**src/pkg/dprvd_pkg.sv**
```systemverilog
// shared constants and carrier types for the position register delta block
package dprvd_pkg;
  localparam int DPRVD_WORD_W = 12;
  localparam int DPRVD_LEN_W = 11;
  localparam int DPRVD_SYNC_STAGES = 2;
  localparam logic [11:0] DPRVD_REG_RST = 12'h000;
  localparam logic DPRVD_TOGGLE_RST = 1'b1;
  localparam logic DPRVD_BUSY_RST = 1'b0;

  // length word handed to the ramp generator
  typedef struct packed {
    logic sign_flag;
    logic [10:0] length_bits;
  } dprvd_len_t;

  // position register pair
  typedef struct packed {
    logic [11:0] first_reg_word;
    logic [11:0] second_reg_word;
  } dprvd_pair_t;
endpackage

```
**src/rtl/dprvd_axis.sv**
```systemverilog
// one deflection axis: ping-pong position registers and length output
// Overview of operation
// RULE1 - idle: toggle high, loads go to first register
// RULE2 - controller drives bus then pulses strobe low
// RULE3 - toggle high: strobe loads first register only
// RULE4 - controller skips loads for unchanged axis
// RULE5 - setup, load x, load y, then start
// RULE6 - invert-add subtract, complement when carry low
// RULE7 - sign flag is inverted carry
// RULE8 - twelve-bit length word: sign plus bits 0-10
// RULE9 - start pulse flips toggle, raises busy
// RULE10 - null pulse with busy: registers swap sources
// RULE11 - end-of-ramp copies first into second; code does so with toggle low, and copies second into first with toggle high
// RULE12 - copy happens in both axes together
// RULE13 - toggle low: strobe loads second register
// RULE14 - toggle steers strobe and null to registers
// RULE15 - twelve-bit registers: bus when idle, else other
// RULE16 - thirteen-bit result, top data bit dropped
// RULE17 - synchronise strobes, one enable per load
module dprvd_axis
  import dprvd_pkg::*;
#(
  parameter int WORD_W = DPRVD_WORD_W
)
(
  input wire logic clk_i,
  input wire logic nrst_i,
  input wire logic [11:0] graphic_data_bus_i,
  input wire logic load_strobe_n_i,
  input wire logic ramp_toggle_i,
  input wire logic position_busy_i,
  input wire logic position_null_pulse_i,
  output dprvd_len_t length_o,
  output dprvd_pair_t pair_o,
  output logic first_reg_clock_o,
  output logic second_reg_clock_o
);
  logic toggle_lvl;
  logic busy_lvl;
  logic strobe_fall;
  logic null_rise;
  logic [11:0] bus_meta_ff;
  logic [11:0] bus_sync_ff;
  logic [11:0] first_ff;
  logic [11:0] second_ff;
  logic [11:0] nxt_first;
  logic [11:0] nxt_second;
  logic first_clk_ff;
  logic second_clk_ff;
  logic nxt_first_clk;
  logic nxt_second_clk;
  dprvd_len_t len_ff;
  dprvd_len_t nxt_len;
  logic [11:0] magnitude;
  logic carry;

  // strobe is active low, so its falling edge is the load event
  dprvd_edge_sync u_strobe
  (
    .clk_i(clk_i),
    .nrst_i(nrst_i),
    .async_i(load_strobe_n_i),
    .rst_level_i(1'b0),
    .level_o(),
    .rise_o(),
    .fall_o(strobe_fall) // RULE17
  );

  dprvd_edge_sync u_null
  (
    .clk_i(clk_i),
    .nrst_i(nrst_i),
    .async_i(position_null_pulse_i),
    .rst_level_i(1'b0),
    .level_o(),
    .rise_o(null_rise), // RULE17
    .fall_o()
  );

  // toggle is synchronised inverted so reset shows its idle-high state
  dprvd_edge_sync u_toggle
  (
    .clk_i(clk_i),
    .nrst_i(nrst_i),
    .async_i(~ramp_toggle_i),
    .rst_level_i(1'b1),
    .level_o(toggle_lvl), // RULE1
    .rise_o(),
    .fall_o()
  );

  dprvd_edge_sync u_busy
  (
    .clk_i(clk_i),
    .nrst_i(nrst_i),
    .async_i(position_busy_i),
    .rst_level_i(1'b0),
    .level_o(busy_lvl),
    .rise_o(),
    .fall_o()
  );

  dprvd_delta u_delta
  (
    .first_reg_word_i(first_ff),
    .second_reg_word_i(second_ff),
    .magnitude_o(magnitude),
    .carry_o(carry)
  );

  // next values of the bus sampler and the steering result
  logic [11:0] nxt_bus_meta;
  logic [11:0] nxt_bus_sync;
  logic [1:0] steer;

  // clock generator: which register a load or a null event clocks;
  // a null copies toward the register that still holds the old endpoint,
  // so the endpoint just reached survives into the next move
  function automatic logic [1:0] steer_clocks(
    input logic toggle,
    input logic load_ev,
    input logic null_ev
  );
    logic [1:0] clks;
    clks = 2'b00;
    if (toggle)
    begin
      clks[0] = load_ev | null_ev; // RULE3 RULE14
    end
    else
    begin
      clks[1] = load_ev | null_ev; // RULE11 RULE13 RULE14
    end
    return clks;
  endfunction

  // busy high turns each register's source to the other register
  function automatic logic [11:0] pick_source(
    input logic busy,
    input logic [11:0] other_word,
    input logic [11:0] bus_word
  );
    logic [11:0] src;
    src = busy ? other_word : bus_word; // RULE10 RULE15
    return src;
  endfunction

  // bus sampler: two stages, so the word seen lags the pin by two edges
  always_comb
  begin
    nxt_bus_meta = graphic_data_bus_i; // RULE2
    nxt_bus_sync = bus_meta_ff;
  end

  // bus word must be stable before the strobe; it settles ahead of the edge
  always_ff @(posedge clk_i or negedge nrst_i)
  begin
    if (!nrst_i)
    begin
      bus_meta_ff <= DPRVD_REG_RST;
      bus_sync_ff <= DPRVD_REG_RST;
    end
    else
    begin
      bus_meta_ff <= nxt_bus_meta;
      bus_sync_ff <= nxt_bus_sync;
    end
  end

  // clock generator steering and register source selection
  always_comb
  begin
    steer = steer_clocks(toggle_lvl, strobe_fall, null_rise);
    nxt_first_clk = steer[0];
    nxt_second_clk = steer[1];
    nxt_first = first_ff;
    nxt_second = second_ff;
    if (nxt_first_clk)
    begin
      nxt_first = pick_source(busy_lvl, second_ff, bus_sync_ff); // RULE15
    end
    if (nxt_second_clk)
    begin
      nxt_second = pick_source(busy_lvl, first_ff, bus_sync_ff); // RULE11 RULE12
    end
  end

  // registers; contents after reset are don't-care in hardware, zero here
  always_ff @(posedge clk_i or negedge nrst_i)
  begin
    if (!nrst_i)
    begin
      first_ff <= DPRVD_REG_RST;
      second_ff <= DPRVD_REG_RST;
      first_clk_ff <= 1'b0;
      second_clk_ff <= 1'b0;
    end
    else
    begin
      first_ff <= nxt_first;
      second_ff <= nxt_second;
      first_clk_ff <= nxt_first_clk;
      second_clk_ff <= nxt_second_clk;
    end
  end

  // length word; the top data bit of the magnitude is never forwarded
  always_comb
  begin
    nxt_len.sign_flag = ~carry; // RULE7
    nxt_len.length_bits = magnitude[10:0]; // RULE8 RULE16
  end

  // registered so the ramp side sees a word free of subtracter glitches,
  // at the cost of one cycle after each register load
  always_ff @(posedge clk_i or negedge nrst_i)
  begin
    if (!nrst_i)
    begin
      len_ff <= '0;
    end
    else
    begin
      len_ff <= nxt_len; // RULE6
    end
  end

  assign length_o = len_ff;
  assign pair_o = '{first_reg_word: first_ff, second_reg_word: second_ff};
  assign first_reg_clock_o = first_clk_ff;
  assign second_reg_clock_o = second_clk_ff;
endmodule

```
**src/rtl/dprvd_edge_sync.sv**
```systemverilog
// two-stage synchroniser with rising and falling edge pulses
module dprvd_edge_sync
  import dprvd_pkg::*;
(
  input wire logic clk_i,
  input wire logic nrst_i,
  input wire logic async_i,
  input wire logic rst_level_i,
  output logic level_o,
  output logic rise_o,
  output logic fall_o
);
  logic meta_ff;
  logic sync_ff;
  logic last_ff;
  logic nxt_meta;
  logic nxt_sync;
  logic nxt_last;

  // first stage only feeds second stage
  always_comb
  begin
    nxt_meta = async_i;
    nxt_sync = meta_ff;
    nxt_last = sync_ff;
  end

  // flops reset to zero; the level shown at reset is a constant chosen by the instance
  always_ff @(posedge clk_i or negedge nrst_i)
  begin
    if (!nrst_i)
    begin
      meta_ff <= 1'b0;
      sync_ff <= 1'b0;
      last_ff <= 1'b0;
    end
    else
    begin
      meta_ff <= nxt_meta;
      sync_ff <= nxt_sync;
      last_ff <= nxt_last;
    end
  end

  assign level_o = sync_ff ^ rst_level_i;
  assign rise_o = (sync_ff & ~last_ff) ^ 1'b0;
  assign fall_o = ~sync_ff & last_ff;
endmodule

```
**src/rtl/dprvd_delta.sv**
```systemverilog
// subtracter with true/complement stage producing length and sign
module dprvd_delta
  import dprvd_pkg::*;
(
  input wire logic [11:0] first_reg_word_i,
  input wire logic [11:0] second_reg_word_i,
  output logic [11:0] magnitude_o,
  output logic carry_o
);
  logic [12:0] sum;

  // invert first register and add to second; 13-bit result with carry
  always_comb
  begin
    sum = {1'b0, ~first_reg_word_i} + {1'b0, second_reg_word_i}; // RULE6 RULE16
    carry_o = sum[12];
    magnitude_o = carry_o ? sum[11:0] : ~sum[11:0]; // RULE6
  end
endmodule

```
**config.mk**
```make
export PLATFORM = sky130hd
export DESIGN_NAME = dprvd_axis
export DESIGN_NICKNAME = d
export VERILOG_FILES = /design/src/pkg/dprvd_pkg.sv /design/src/rtl/dprvd_axis.sv /design/src/rtl/dprvd_edge_sync.sv /design/src/rtl/dprvd_delta.sv
export SDC_FILE = /design/constraint.sdc
export NUM_CORES = 1
export LEC_CHECK = 0
export BUFFER_PORTS_ARGS = -buffer_cell sky130_fd_sc_hd__buf_4
export CAP_MARGIN = 20
export CORE_MARGIN = 5
export CORE_UTILIZATION = 55
export DETAILED_ROUTE_END_ITERATION = 12
export GPL_TIMING_DRIVEN = 1
export PLACE_DENSITY = 0.82
export REMOVE_ABC_BUFFERS = 1
export SLEW_MARGIN = 10
export SYNTH_ARGS = -nofsm -noshare
export SYNTH_HDL_FRONTEND = slang
export SYNTH_SLANG_ARGS = --single-unit
```
**constraint.sdc**
```tcl
create_clock -name clk_i -period 2.5 [get_ports clk_i]
set_input_delay 0.5 -clock clk_i [delete_from_list [all_inputs] [get_ports clk_i]]
set_output_delay 0.5 -clock clk_i [all_outputs]
set_load 0.03 [all_outputs]
```
[Word level (Yosys, flattened, before mapping)]
Index checks and enable logic that the tools add are counted.
Word-level totals
  bits in registers: 72
  bits of input ports: 18
  output and inout bits: 38
  word-level logic and storage cells: 33
Operators by class
  bitwise gates (word level): 9
  add/sub/neg operators: 1
  multiplexer cells: 5
Operators with widths (count)
  $mux 12: 2
  $add 12x12->13: 1
  $not 12->12: 1
  $mux 11: 1
  $not 11->11: 1
  $not 1->1: 4
  $and 1x1->1: 2
  $mux 1: 2
  $or 1x1->1: 1

[Depth between registers and ports, before layout]
Gate-level depths: netlist of run 1.
  depth after elaboration: 4
  gate-level depth with buffers: 11
  gate-level depth less buffers: 10

[Hierarchy]
From an unflattened synthesis of run 1, not the netlist that was laid out.
Second synthesis, totals
  cells, all modules: 237
  area, all modules: 3459.6 sq um
Modules (own cells, without submodules)
  dprvd_axis: times used 1, cells an instance 122, sequential area each 1551.5 sq um, area an instance 2297.2 sq um
  dprvd_delta: times used 1, cells an instance 91, sequential area each 0.0 sq um, area an instance 777.0 sq um
  dprvd_edge_sync: times used 4, cells an instance 6, sequential area each 75.1 sq um, area an instance 96.3 sq um

[Worst setup path after synthesis of run 1]
No wires, ideal clock.
  path kind: reg2reg
  from: register second_ff[0]
  to: register len_ff (netlist bit length_o[0])
  period minus slack after synthesis: 2.381 ns
  data required time: 2.377 ns
  library setup time: 0.123 ns
  path buffers: 1
  setup slack: 0.119 ns
  stages on the path, launching flop included: 11
  arrival time: 2.258 ns
  path through: dfrtp_1 > ha_1 > inv_1 > fa_1 > nor2b_4 > o2111ai_2 > a21oi_2 > nor3_2 > o21ba_4 > buf_12 > xor2_2
Between the ends
  cells in the longest elaborated chain, start to end: 3
Ends and longest elaborated chain
  start: declaration: RTL line dprvd_axis.sv:45  | logic [11:0] second_ff;
  start signal: assignment: RTL line dprvd_axis.sv:201  | second_ff <= nxt_second;
  $add 12x12->13 (*): RTL line dprvd_delta.sv:15  | sum = {1'b0, ~first_reg_word_i} + {1'b0, second_reg_word_i};
  $not 11->11: RTL line dprvd_delta.sv:17  | magnitude_o = carry_o ? sum[11:0] : ~sum[11:0];
  $mux 11 (*): RTL line dprvd_delta.sv:17
  via magnitude[0]: RTL line dprvd_axis.sv:54  | logic [11:0] magnitude;
  end signal: assignment: RTL line dprvd_axis.sv:224  | len_ff <= nxt_len;
  end: declaration: RTL line dprvd_axis.sv:52  | dprvd_len_t len_ff;
Mark *: on every way through the listed nets, which the timed path passes. The rest lies on a longest branch.
A chain may end at the register's enable or synchronous reset.

[Worst setup path after layout of run 1]
  from: register first_ff[0]
  to: register len_ff (netlist bit length_o[8])
Between the ends
  cells in the longest elaborated chain, start to end: 4
Ends and longest elaborated chain
  start: declaration: RTL line dprvd_axis.sv:44  | logic [11:0] first_ff;
  start signal: assignment: RTL line dprvd_axis.sv:200  | first_ff <= nxt_first;
  $not 12->12 (*): RTL line dprvd_delta.sv:15
  $add 12x12->13 (*): RTL line dprvd_delta.sv:15
  $not 11->11: RTL line dprvd_delta.sv:17
  $mux 11 (*): RTL line dprvd_delta.sv:17
  via magnitude[8]: RTL line dprvd_axis.sv:54
Marks and branches as above.

==> out/summary.md, run 1 <==
The run finished with clean final reports. The die is 84.8 um tall. The critical path starts at first_ff[0].

For this design the ratio of total power to cell area is 1120 nW/um2. The number of enable-type register cells in the synthesized netlist was 0. In the post-route analysis, the smallest setup slack over all paths is 0.203 ns. The mapped netlist covers 3080 um2.

The clock reaches the later pin of the worst-skew pair after 0.34 ns. Counting along the longest clock path gives a buffer depth of 2. In this run the critical register-to-register path is captured at length_o[8].

The final-report hold violation count was 0; the number of core rows was 27. For this design the top-level I/O count stands at 56. The type of the worst min-delay path is in -> reg. The final layout contains routed wiring with a total length of 5.41 mm. Summed over its instances, the top area cell type makes up 58.6% of the synthesized netlist area.

The share of the Yosys chip area taken by registers is 58.6%. Setup repair after global routing left no endpoint under its margin. In this run, the number of DRC markers left after iteration 0 of detailed routing was 126. The critical path's slowest cell was dfrtp_1. By count the netlist is led by dfrtp_1, a21oi_1, nor2_1. The number of cells traversed by the worst hold path was 1. The cell count after synthesis came out at 270.

The tools report the TritonCTS buffer count as 9. Clock tree synthesis found a total of 72 sinks. Traced cell by cell, the critical path runs through inv_1 > ha_1 > inv_1 > fa_2 > nor2b_4 > o2111ai_2 > a21oi_2 > nor3_2 > o21ba_4 > xor2_1. Of all nets on the critical path, the largest fanout is 11. Most instantiated flip-flop cell in the synthesis netlist: dfrtp_1. After layout, the worst path uses 91.9% of the clock period. In this design, the critical path's most frequently occurring cell is inv_1. STA classifies the critical path endpoint as a flip-flop. The mean routed wirelength per cell came out at 13.4 um. The internal portion of the total power is 2750 uW. In the post-synthesis netlist, the biggest area contributors are dfrtp_1, a21oi_1, ha_1, xnor2_2, nor2b_1. Element type at the critical path start: a flip-flop.

The first detailed-routing pass took 4 iterations. Worst reg2reg path startpoint: first_ff[0]. The tools report the final weighted congestion in routability-driven placement as 0.794. The logs give 35.4% for the share of total power in sequential cells and 73 for the pin count of the biggest net entering global routing. By startpoint and endpoint, the worst setup path is classified as reg -> reg. The fmax was 435 MHz; the number of maximum-capacitance violations was 0. Averaged over all synthesized cells, the footprint is 11.4 um2.

Transition time at the pin with the least slew margin: 0.865 ns. The Yosys step of the flow raised 0 warnings. The initial antenna violation count was 0. dfrtp_1 is the most common cell in the netlist. For the relative slew slack, the log shows 42.3%. The aggregate negative setup slack was 0 ns; the estimated wirelength of the detail-placed design was 3.70 mm.

The switching power was 1490 uW; the area added between synthesis and finish was 22.8%. The number of vias in the routed layout was 2081. After synthesis, the share of flip-flops with an asynchronous set or reset is 100%.

Of the cells placed in the final design, the portion with a size suffix greater than 1 is 28.3%. Clock-pin slew was measured on the worst setup and hold paths at 0.07 ns. The diode insertion count for antenna repair came out at 0. The die covers 7190 um2. The finished layout holds 404 standard cells, fillers aside.

The run gives 17.0% as the global routing usage summed across all routing layers. The worst-case setup slack after placement came out at 0.168 ns. The total overflow left after global routing is 0. Minimum clock period after layout: 2.30 ns. The number of max-slew violations in the final report came out at 0.

TritonCTS built the clock tree. Combinational cells account for 39.7% of the total power. The count of buffers added on input and output ports is 55. Synthesis instantiated 38 different standard cells from the library.

Of the total power, the share spent switching nets is 35.2%. Setup violations remaining at the end of the flow were counted as 0. The placeable core area was 5470 um2. The run gives 3780 um2 as the post-route cell area. Endpoint of the most critical setup path: length_o[8]. Cell type with the largest total area after synthesis: dfrtp_1. Summed over all cells, the static leakage comes to 0.00181 uW. The number of global-route vias before repair came out at 2104. The net count of the finished layout is 359. The logs give 9.51 mm for the wire length of the first global-routing pass and 2.71 ns for the data required time at the worst endpoint. Once placement completed, the tool counted placed cells totaling 388. The run gives 0.00853 ns as the final clock skew.

The largest voltage drop on the vdd net came out at 564 uV. For the worst flop-to-flop path, the logic depth is 10. After detailed routing, the number of remaining DRC violations is 0. The synthesized design contains 72 register bits. The worst stage delay on the critical path was 0.41 ns; the part of the total power dissipated in the clock network was 25.0%. The tools report the number of H-tree levels as 3. The worst register-to-register path has a setup slack of 0.20 ns. The die is 84.8 um wide. The detail route stage leaves a number of antenna-violating nets equal to 0. For the area after detailed placement, the log shows 3530 um2. The via density per instance works out to 5.15.

The signal arrival time at the worst endpoint came out at 2.50 ns. For the initial standard-cell utilization of the core, the log shows 56.2%. The root buffer cell chosen for the clock tree is clkbuf_8. The origin of the worst min-delay path was graphic_data_bus_i[0].
power groups by stage:
stage	clock network, uW	registers [uW]	logic [uW]
2_1_floorplan	0	1870	845
3_3_place_gp	0	1510	1630
3_5_place_dp	0	1520	1680
4_1_cts	1100	1500	1690
5_1_grt	1140	1530	1820
6_report	1060	1500	1680
per-stage QoR:
step | total power (uW) | hold slack (ns) | utilization [%]
finish | 4240 | 0.263 | 69.0
global route | 4500 | 0.237 | 69.0
CTS | 4290 | 0.238 | 68.8
detailed placement | 3200 | 0.335 | 64.6
global placement | 3150 | 0.332 | 64.6
floorplan | 2710 | 0.204 | -
worst max-delay path, delay by kind of cell (launching register included):
family	cells	cell delay [ns]
AO/OA/AOI/OAI	3	0.70
adder cells (fa/ha/maj)	2	0.53
flip-flops	1	0.41
AND/OR/NAND/NOR	2	0.21
XOR/XNOR	1	0.19
buffers and inverters	2	0.13
layout by cell type (no fill, tap or decap), types with 2 or more instances in the layout:
| master | n |
|---|---|
| nor2_1 | 21 |
| a21oi_1 | 44 |
| clkinv_2 | 2 |
| bufinv_16 | 3 |
| nor2b_1 | 14 |
| nand2_1 | 16 |
| dfrtp_1 | 72 |
| a21oi_2 | 2 |
| inv_1 | 18 |
| buf_4 | 58 |
| xor2_1 | 5 |
| nor3b_1 | 2 |
| clkbuf_8 | 9 |
| xnor2_2 | 8 |
| o21ai_2 | 2 |
| o21ai_0 | 16 |
| nand3_1 | 2 |
| xnor2_1 | 3 |
| o22ai_1 | 2 |
| ha_1 | 12 |
| or4_1 | 2 |
| nand2b_1 | 2 |
cell type report:
cell class	instances	area, um2
Clock buffer	9	124
Clock inverter	6	109
Fill cell	408	1700
Inverter	18	67.6
Multi-Input combinational cell	169	1150
Sequential cell	72	1800
Tap cell	72	90.1
Timing Repair Buffer	58	435
layer usage:
metal	up-vias	GRT usage (%)	part of all wire [%]
li1	1019	-	-
met1	995	19.4	41
met2	51	27.8	50
met3	16	5.30	5.6
met4	0	10.8	3.6
met5	-	0	0
logic make-up after synthesis:
family	synth area share [%]
AOI/OAI and AO/OA	13.9
DFF	58.6
adders and majority gates	5.53
xor gates and xnor gates	7.04
buffers and inverters	4.15
and+or+nand+nor	10.8
sequential cells by signal (all words and copies together) (netlist names), 12 cells and up:
name	cells
length_o	12
first_ff	12
bus_sync_ff	12
bus_meta_ff	12
second_ff	12
how the worst min path moves through the flow:
stage                                 end  slack [ns]
after global routing       bus_meta_ff[1]        0.24
after global placement    u_busy.nxt_last        0.33
final                      bus_meta_ff[0]        0.26
after CTS                  bus_meta_ff[7]        0.24
after detailed placement   bus_sync_ff[4]        0.33
after floorplan            bus_meta_ff[0]        0.20
repair_timing:
action                     CTS  global route
buffers inserted             0             1
setup endpoints to repair    0            10
hold buffers                 0             0
gates resized for setup      0             1
Power figures use the tool's default switching activity.
==> run 2: changes to the inputs <==
ABC_AREA = 1   (was default)
==> run 2 against run 1 <==
  * Total power shrank 5.9%
  * Die area up 2.3%
  * Cell count up 18%
  * Critical path depth increased by 2
  * Sequential power down 3%
  * Non-clock buffer count unchanged
==> out/summary.md, run 2 <==
The synthesized netlist contains 25 unique library cells. The estimated wirelength of the detail-placed design was 4.20 mm; the leakage power of the design was 0.00198 uW. The area share of the leading cell type in the synthesized netlist works out to 57.1%.

The worst setup path is of the reg -> reg kind. Entering global routing, the biggest net connects 73 pins. The worst path buffer plus inverter count is 4, and the final number of setup-violating endpoints is 0. Row generation in the floorplan step produced 27 rows. The register area was 1800 um2; the number of ports placed on the die boundary was 56. The run finished with clean final reports. STA classifies the critical path startpoint as a flip-flop.

Cells fill 68.8% of the core in the end. The detailed-router iteration count before antenna repair was 4. In this run the number of cells on the critical path is 12. The tools report the aggregate negative setup slack as 0 ns.

In this run the vertical extent of the chip is 85.7 um. Compared with the post-synthesis result, the final layout area differs by 20.9%. The fraction of met3 tracks used by global routing was 4.71%; the die area was 7350 um2. In the final layout, the multi-input gates occupy 1110 um2.

The clock root buffer was clkbuf_8. The via density per instance was 4.99; the number of nets in the layout was 429. Top cell family by delay on the critical path: simple AND/OR/NAND/NOR gates. The H-tree generated during clock tree synthesis spans 3 levels.

A synthesized cell averages 9.36 um2. The fraction of layout instances using a drive strength above 1 works out to 20.3%. The tool flagged a number of max-cap violations equal to 0. For the initial antenna violation count, the log shows 0.

By count the netlist is led by nand2_1, dfrtp_1, inv_1. The critical path goes through inv_1 > ha_1 > inv_1 > fa_1 > inv_1 > nand3_1 > nand2_4 > nand3_2 > nand3_4 > inv_1 > nand2_1 > nand2_1. The critical path's most frequent cell is inv_1. The fmax is 471 MHz. The post-CTS resize count was 0. The busiest layer in global routing is met2. Clock tree synthesis inserted a total of 9 buffers. The die width came out at 85.7 um. The mean routed wirelength per cell was 12.0 um; the count of input and output buffers was 55. The synthesized design spends more area on one cell type than any other, namely dfrtp_1. Number of max-slew violations in the final report: 0. The worst path needs 2.12 ns of the cycle, external delays included. The transition time at the pin with the least slew margin is 0.875 ns.

TritonCTS built the clock tree. The first global-routing pass estimated 9.84 mm of wire. After synthesis the netlist holds a flip-flop and latch count of 72.

The final period utilization works out to 84.8%. Detailed routing inserted a total of 2371 vias. The total standard cell area after synthesis came out at 3160 um2. Data on the critical path arrives at its endpoint at 2.35 ns.

In this run the remaining antenna-violating nets after routing total 0. The count of buffers added by post-CTS timing repair for setup was 0. Final clock skew: 0.00499 ns. Power spread over the standard cell area amounts to 1050 nW/um2.

The logs give 5.72 mm for the total wirelength of the detailed-routed design and 0 for the final-report hold violation count. The critical path's slowest cell was dfrtp_1. Counting flops with an async set or reset pin after synthesis yields a share of 100%. Number of enable-type register cells in the synthesized netlist: 0. For the global routing usage summed across all routing layers, the log shows 17.1%. Fill cells in the final layout number 442.

The clock reaches the later pin of the worst-skew pair after 0.34 ns. The worst pin sits at a relative slew slack of 41.7%. The worst setup path is captured at a flip-flop. The final weighted congestion in routability-driven placement came out at 0.872. Instance count of the mapped netlist: 337. The tightest min-delay check is of the in -> async type. Of all nets on the critical path, the largest fanout is 12. By area the synthesized netlist is led by dfrtp_1, nand2_1, o21ai_0, inv_1, ha_1. Setup repair after global routing left no endpoint under its margin. The logs give 57.0% for the initial standard-cell utilization of the core and 72 for the total clock sinks. Counting along the longest clock path gives a buffer depth of 2. Sequential cells were found to cover 57.1% of the synthesized design area. Iteration-0 DRC count of the detailed router: 127.

For this run, design rule violations remaining after detail routing come to 0. For the worst flop-to-flop path, the logic depth is 12. The data required time at the worst endpoint is 2.72 ns. The top cell types in the final layout, fill and taps aside, are nand2_1, dfrtp_1, buf_4. The quantity of hold-fixing buffers added after cts was 0. In the synthesized netlist the dominant register cell turns out to be dfrtp_1. Worst stage delay on the critical path: 0.39 ns. The number of antenna diodes in the final layout is 0. In the post-synthesis netlist, the cell with the most instances is nand2_1. Global routing consumed, on the met1 layer, 21.0% of the routing resources. Global routing consumed, on the met2 layer, 27.4% of the routing resources.

IR analysis of the VDD net gives a maximum drop of 608 uV. The number of global-route vias before repair was 2313. The most common cell after layout, fill and taps aside is nand2_1. After clock tree synthesis, the clock-pin slew on the worst setup and hold paths is 0.07 ns. For this run the aggregate overflow at the end of global routing stands at 0. In this run the standard cell core region covers 5540 um2.

Yosys printed 0 warnings.
## run 2: cell families (layout without fill, tap and decap cells)
family	Yosys count	after routing	synth area share [%]
simple gates	128	128	17.2
compound gates	55	55	8.84
fa+ha+maj	13	13	5.39
xor+xnor	10	10	3.73
flops	72	72	57.1
buf+inv	59	125	7.69
## run 2: per-layer routing
| metal | up-vias | wire, um |
|---|---|---|
| met1 | 1109 | 2370 |
| met4 | 0 | 110 |
| met3 | 12 | 408 |
| met5 | - | 0 |
| li1 | 1171 | - |
| met2 | 79 | 2840 |
## run 2: worst register-to-register path: stages, from the launching register on
cell     delay, ns
dfrtp_1       0.39
inv_1         0.09
ha_1          0.20
inv_1         0.06
fa_1          0.39
inv_1         0.09
nand3_1       0.11
nand2_4       0.11
nand3_2       0.08
nand3_4       0.19
inv_1         0.15
nand2_1       0.10
nand2_1       0.06
## run 2: area by class of cell
class | count | area share (%)
repair buffers | 58 | 11.4
inverters | 51 | 5.02
clock buffers | 13 | 4.43
flip-flops and latches | 72 | 47.2
clock inverters | 3 | 0.394
well taps | 72 | 2.36
multi-input cells | 206 | 29.1
## run 2: stage by stage
stage | instance area [um2] | hold WS (ns) | std cells | worst slack, ns | power (uW)
2_1_floorplan | 3100 | 0.204 | 329 | 0.425 | 2660
3_3_place_gp | 3630 | 0.332 | 459 | 0.496 | 3120
3_5_place_dp | 3630 | 0.335 | 459 | 0.384 | 3180
4_1_cts | 3810 | 0.243 | 475 | 0.356 | 4030
5_1_grt | 3810 | 0.243 | 475 | 0.215 | 4250
6_report | 3810 | 0.262 | 475 | 0.379 | 3990
## run 2: report_power, final
| group | leakage, uW | switching (uW) | internal, uW | total, uW |
|---|---|---|---|---|
| Sequential | 0.000871 | 87.9 | 1370 | 1460 |
| Clock | 0.0000992 | 403 | 437 | 840 |
| Combinational | 0.00101 | 1080 | 610 | 1690 |
| Total | 0.00198 | 1570 | 2420 | 3990 |
## run 2: path summary, 6_finish.rpt
check | startpoint | end | slack (ns)
worst min-delay path | nrst_i | first_ff[10] | 0.26
max in group asynchronous | nrst_i | bus_meta_ff[9] | 1.65
worst min register to register | u_strobe.meta_ff | u_strobe.nxt_last | 0.35
worst max register to register | first_ff[0] | length_o[6] | 0.38
worst max-delay path | first_ff[0] | length_o[6] | 0.38
min in group clk_i | graphic_data_bus_i[5] | bus_meta_ff[5] | 0.26
==> run 3: changes to the inputs <==
CORE_UTILIZATION = 50   (was 55)
PLACE_DENSITY = 0.78   (was 0.82)
clock period = 1.8 ns   (was 2.5 ns; I/O delays follow)
==> run 3 against run 2 <==
  * Clock skew grew 0.0088 ns
  * Combinational power grew 59%
  * The run now ends with setup timing left
  * Flip-flop and latch count is the same
  * Critical path depth shrank 1
  * Highest routed layer unchanged
==> out/summary.md, run 3 (same netlist as run 2, synthesis figures left out) <==
The flow ran to the end, but the final reports show violations. The checks that failed: setup timing. The count of cells in the finished layout, fillers not included, comes to 492.

After routing the design area is 4030 um2. The tools report the area after detailed placement as 3720 um2. The origin of the worst min-delay path was graphic_data_bus_i[7].

Wires add up to 6.10 mm. Summed over all cells, the static leakage comes to 0.00206 uW. IR analysis of the VDD net gives a maximum drop of 882 uV. The tools report the category of the worst setup path capture point as a flip-flop. Dividing total power by cell area gives a power density of 1460 nW/um2. In the routed layout, each cell is associated on average with a via count of 4.89.

For this run, the share of the core covered by cells in the final layout is 64.5%. Including well taps, the total number of placed cells is 472. Once detail routing completed, the nets flagged for antenna violations numbered 0. Setup repair after global routing could not meet its margin everywhere. In this run the tightest slew margin relative to its limit is 67.2%. The critical path goes through inv_2 > ha_4 > inv_2 > fa_2 > inv_2 > nand3_2 > nand2_4 > nand3_4 > nand3_4 > clkbuf_16 > xor2_2. The tree is rooted in a clkbuf_8. The clock reaches the later pin of the worst-skew pair after 0.35 ns. Along the worst path, the maximum fanout reaches 4. The clock tree synthesis step divided the H-tree into 3 levels. STA classifies the critical path startpoint as a flip-flop. The most common cell after layout, fill and taps aside is nand2_1. The total clock sinks came out at 72. The critical path is of the reg -> reg type.

The detailed-router iteration count before antenna repair was 5; the signal arrival time at the worst endpoint was 2.10 ns. The terminus of the critical flop-to-flop path was length_o[3]. The logs give -0.0294 ns for the worst-case setup margin in the final layout and 0 for the number of max-slew violations in the final report.

The path class of the tightest hold or removal check is in -> reg. The final layout contains 441 nets. The post-route netlist has 25.8% of its cells at a drive strength greater than 1. Timing analysis after detailed placement gives a worst setup slack of -0.0760 ns. The number of cells on the worst reg-to-reg path is 11.

The tools report the reg-to-reg setup timing slack as -0.03 ns. The die covers 8000 um2. The worst stage delay on the critical path was 0.40 ns. Among the stages of the critical path, the cell type that occurs most often is inv_2.

Timing would allow up to 547 MHz. The minimum clock period after layout is 1.83 ns, and the count of unresolved DRC violations after routing is 0. Across the run, the number of max-cap violations was 0. The clock input transition at the sequential cells of the worst setup and hold paths is 0.08 ns. The initial antenna violation count was 0; the final number of setup-violating endpoints was 7. TritonCTS built the clock tree. For this run the aggregate overflow at the end of global routing stands at 0.

The die width works out to 89.4 um. The number of vias in the routed layout was 2406; the estimated wirelength of the detail-placed design was 4.33 mm. For this block, the initial DRC count from the detailed router was 129. During placement, the flow inserted port buffers numbering 55. The slowest stage of the critical path is the fa_2 cell. The layout has 518 filler cells. The number of global-route vias before repair is 2413. Global routing used 16.9% of the available tracks across all layers. The area added between synthesis and finish is 27.6%, and the pin count of the biggest net entering global routing is 45.

The run gives 0 as the diode insertion count for antenna repair. The mean routed wirelength per cell is 12.4 um. The y dimension of the die is 89.4 um, and the TritonCTS buffer count is 9. The library cells used most frequently in the layout, excluding fill and tap cells, are nand2_1, dfrtp_1, buf_4. The maximum root-to-sink buffer count is 2. The worst reg2reg path startpoint was first_ff[0]. 56 I/O pins were placed. The tools report the worst hold path endpoint as bus_meta_ff[7]. At the worst endpoint, the required time is 2.07 ns.

In this run the worst setup path begins at first_ff[0]. The congestion estimate from routability-driven global placement came to 0.884. Dividing the final minimum period by the clock period gives 102%. The tools report the wire length of the first global-routing pass as 10.3 mm.

On the final layout, the worst clock skew is 0.0138 ns. The final-report hold violation count was 0; the initial standard-cell utilization of the core was 50.6%. The logs give 29 for the number of core rows and 6240 um2 for the placeable core area. The number of cells traversed by the worst hold path is 1, and the transition time at the pin with the least slew margin is 0.491 ns.
[run 3: changes by cell type in the layout (fill, tap and decap cells not counted), moves of 3 or more]
cell / delta
inv_2: +3
inv_1: -3
buf_4: +8
clkinvlp_4: +3
[run 3: layout make-up]
type	instances	area (um2)	area share [%]
multi-input cells	206	1170	29.2
inverters	51	195	4.85
flip-flops and latches	72	1800	44.7
repair buffers	70	571	14.2
clock buffers	11	151	3.76
well taps	77	96.3	2.39
clock inverters	5	37.5	0.932
[run 3: report_power, final]
part | total [uW] | switching, uW | leakage [uW] | internal, uW
combinational | 2680 | 1590 | 0.00110 | 1090
clock | 1180 | 600 | 0.0000924 | 582
sequential | 2030 | 124 | 0.000871 | 1910
[run 3: timing repair]
item                                   CTS  global route
endpoints found under the hold margin   28             0
setup endpoints to repair               11            26
gates cloned                             0             1
pin swaps                                0             5
hold buffers                             1             0
resized for setup                        5            10
setup buffers                            0             2
[run 3: layer usage]
| metal | global-route usage, % | vias up | share of wire, % |
|---|---|---|---|
| met2 | 29.1 | 60 | 51 |
| met3 | 4.33 | 14 | 5.6 |
| li1 | - | 1199 | - |
| met5 | 0 | - | 0 |
| met4 | 8.80 | 0 | 2.4 |
| met1 | 19.2 | 1133 | 41 |
[run 3: worst max-delay path: cells and delay by family, from the launching register on]
family        cells  cell delay [ns]
xor+xnor          1             0.13
fa+ha+maj         2             0.53
buf+inv           4             0.37
flops             1             0.39
simple gates      4             0.35
[run 3: worst max-delay path by stage]
stage	depth (start not counted)	slack, ns	end
floorplan	12	-0.28	length_o[10]
detailed placement	12	-0.08	length_o[9]
CTS	12	0.006	length_o[10]
global placement	11	-0.01	length_o[5]
global route	11	-0.15	length_o[3]
finish	11	-0.03	length_o[3]
[run 3: stage by stage]
step	TNS, ns	hold slack, ns	total power (uW)
3_3_place_gp	-0.0298	0.302	4450
3_5_place_dp	-0.674	0.308	4530
5_1_grt	-1.31	0.0973	6290
4_1_cts	0	0.0945	5750
6_report	-0.0950	0.108	5890
2_1_floorplan	-2.30	0.0644	3690
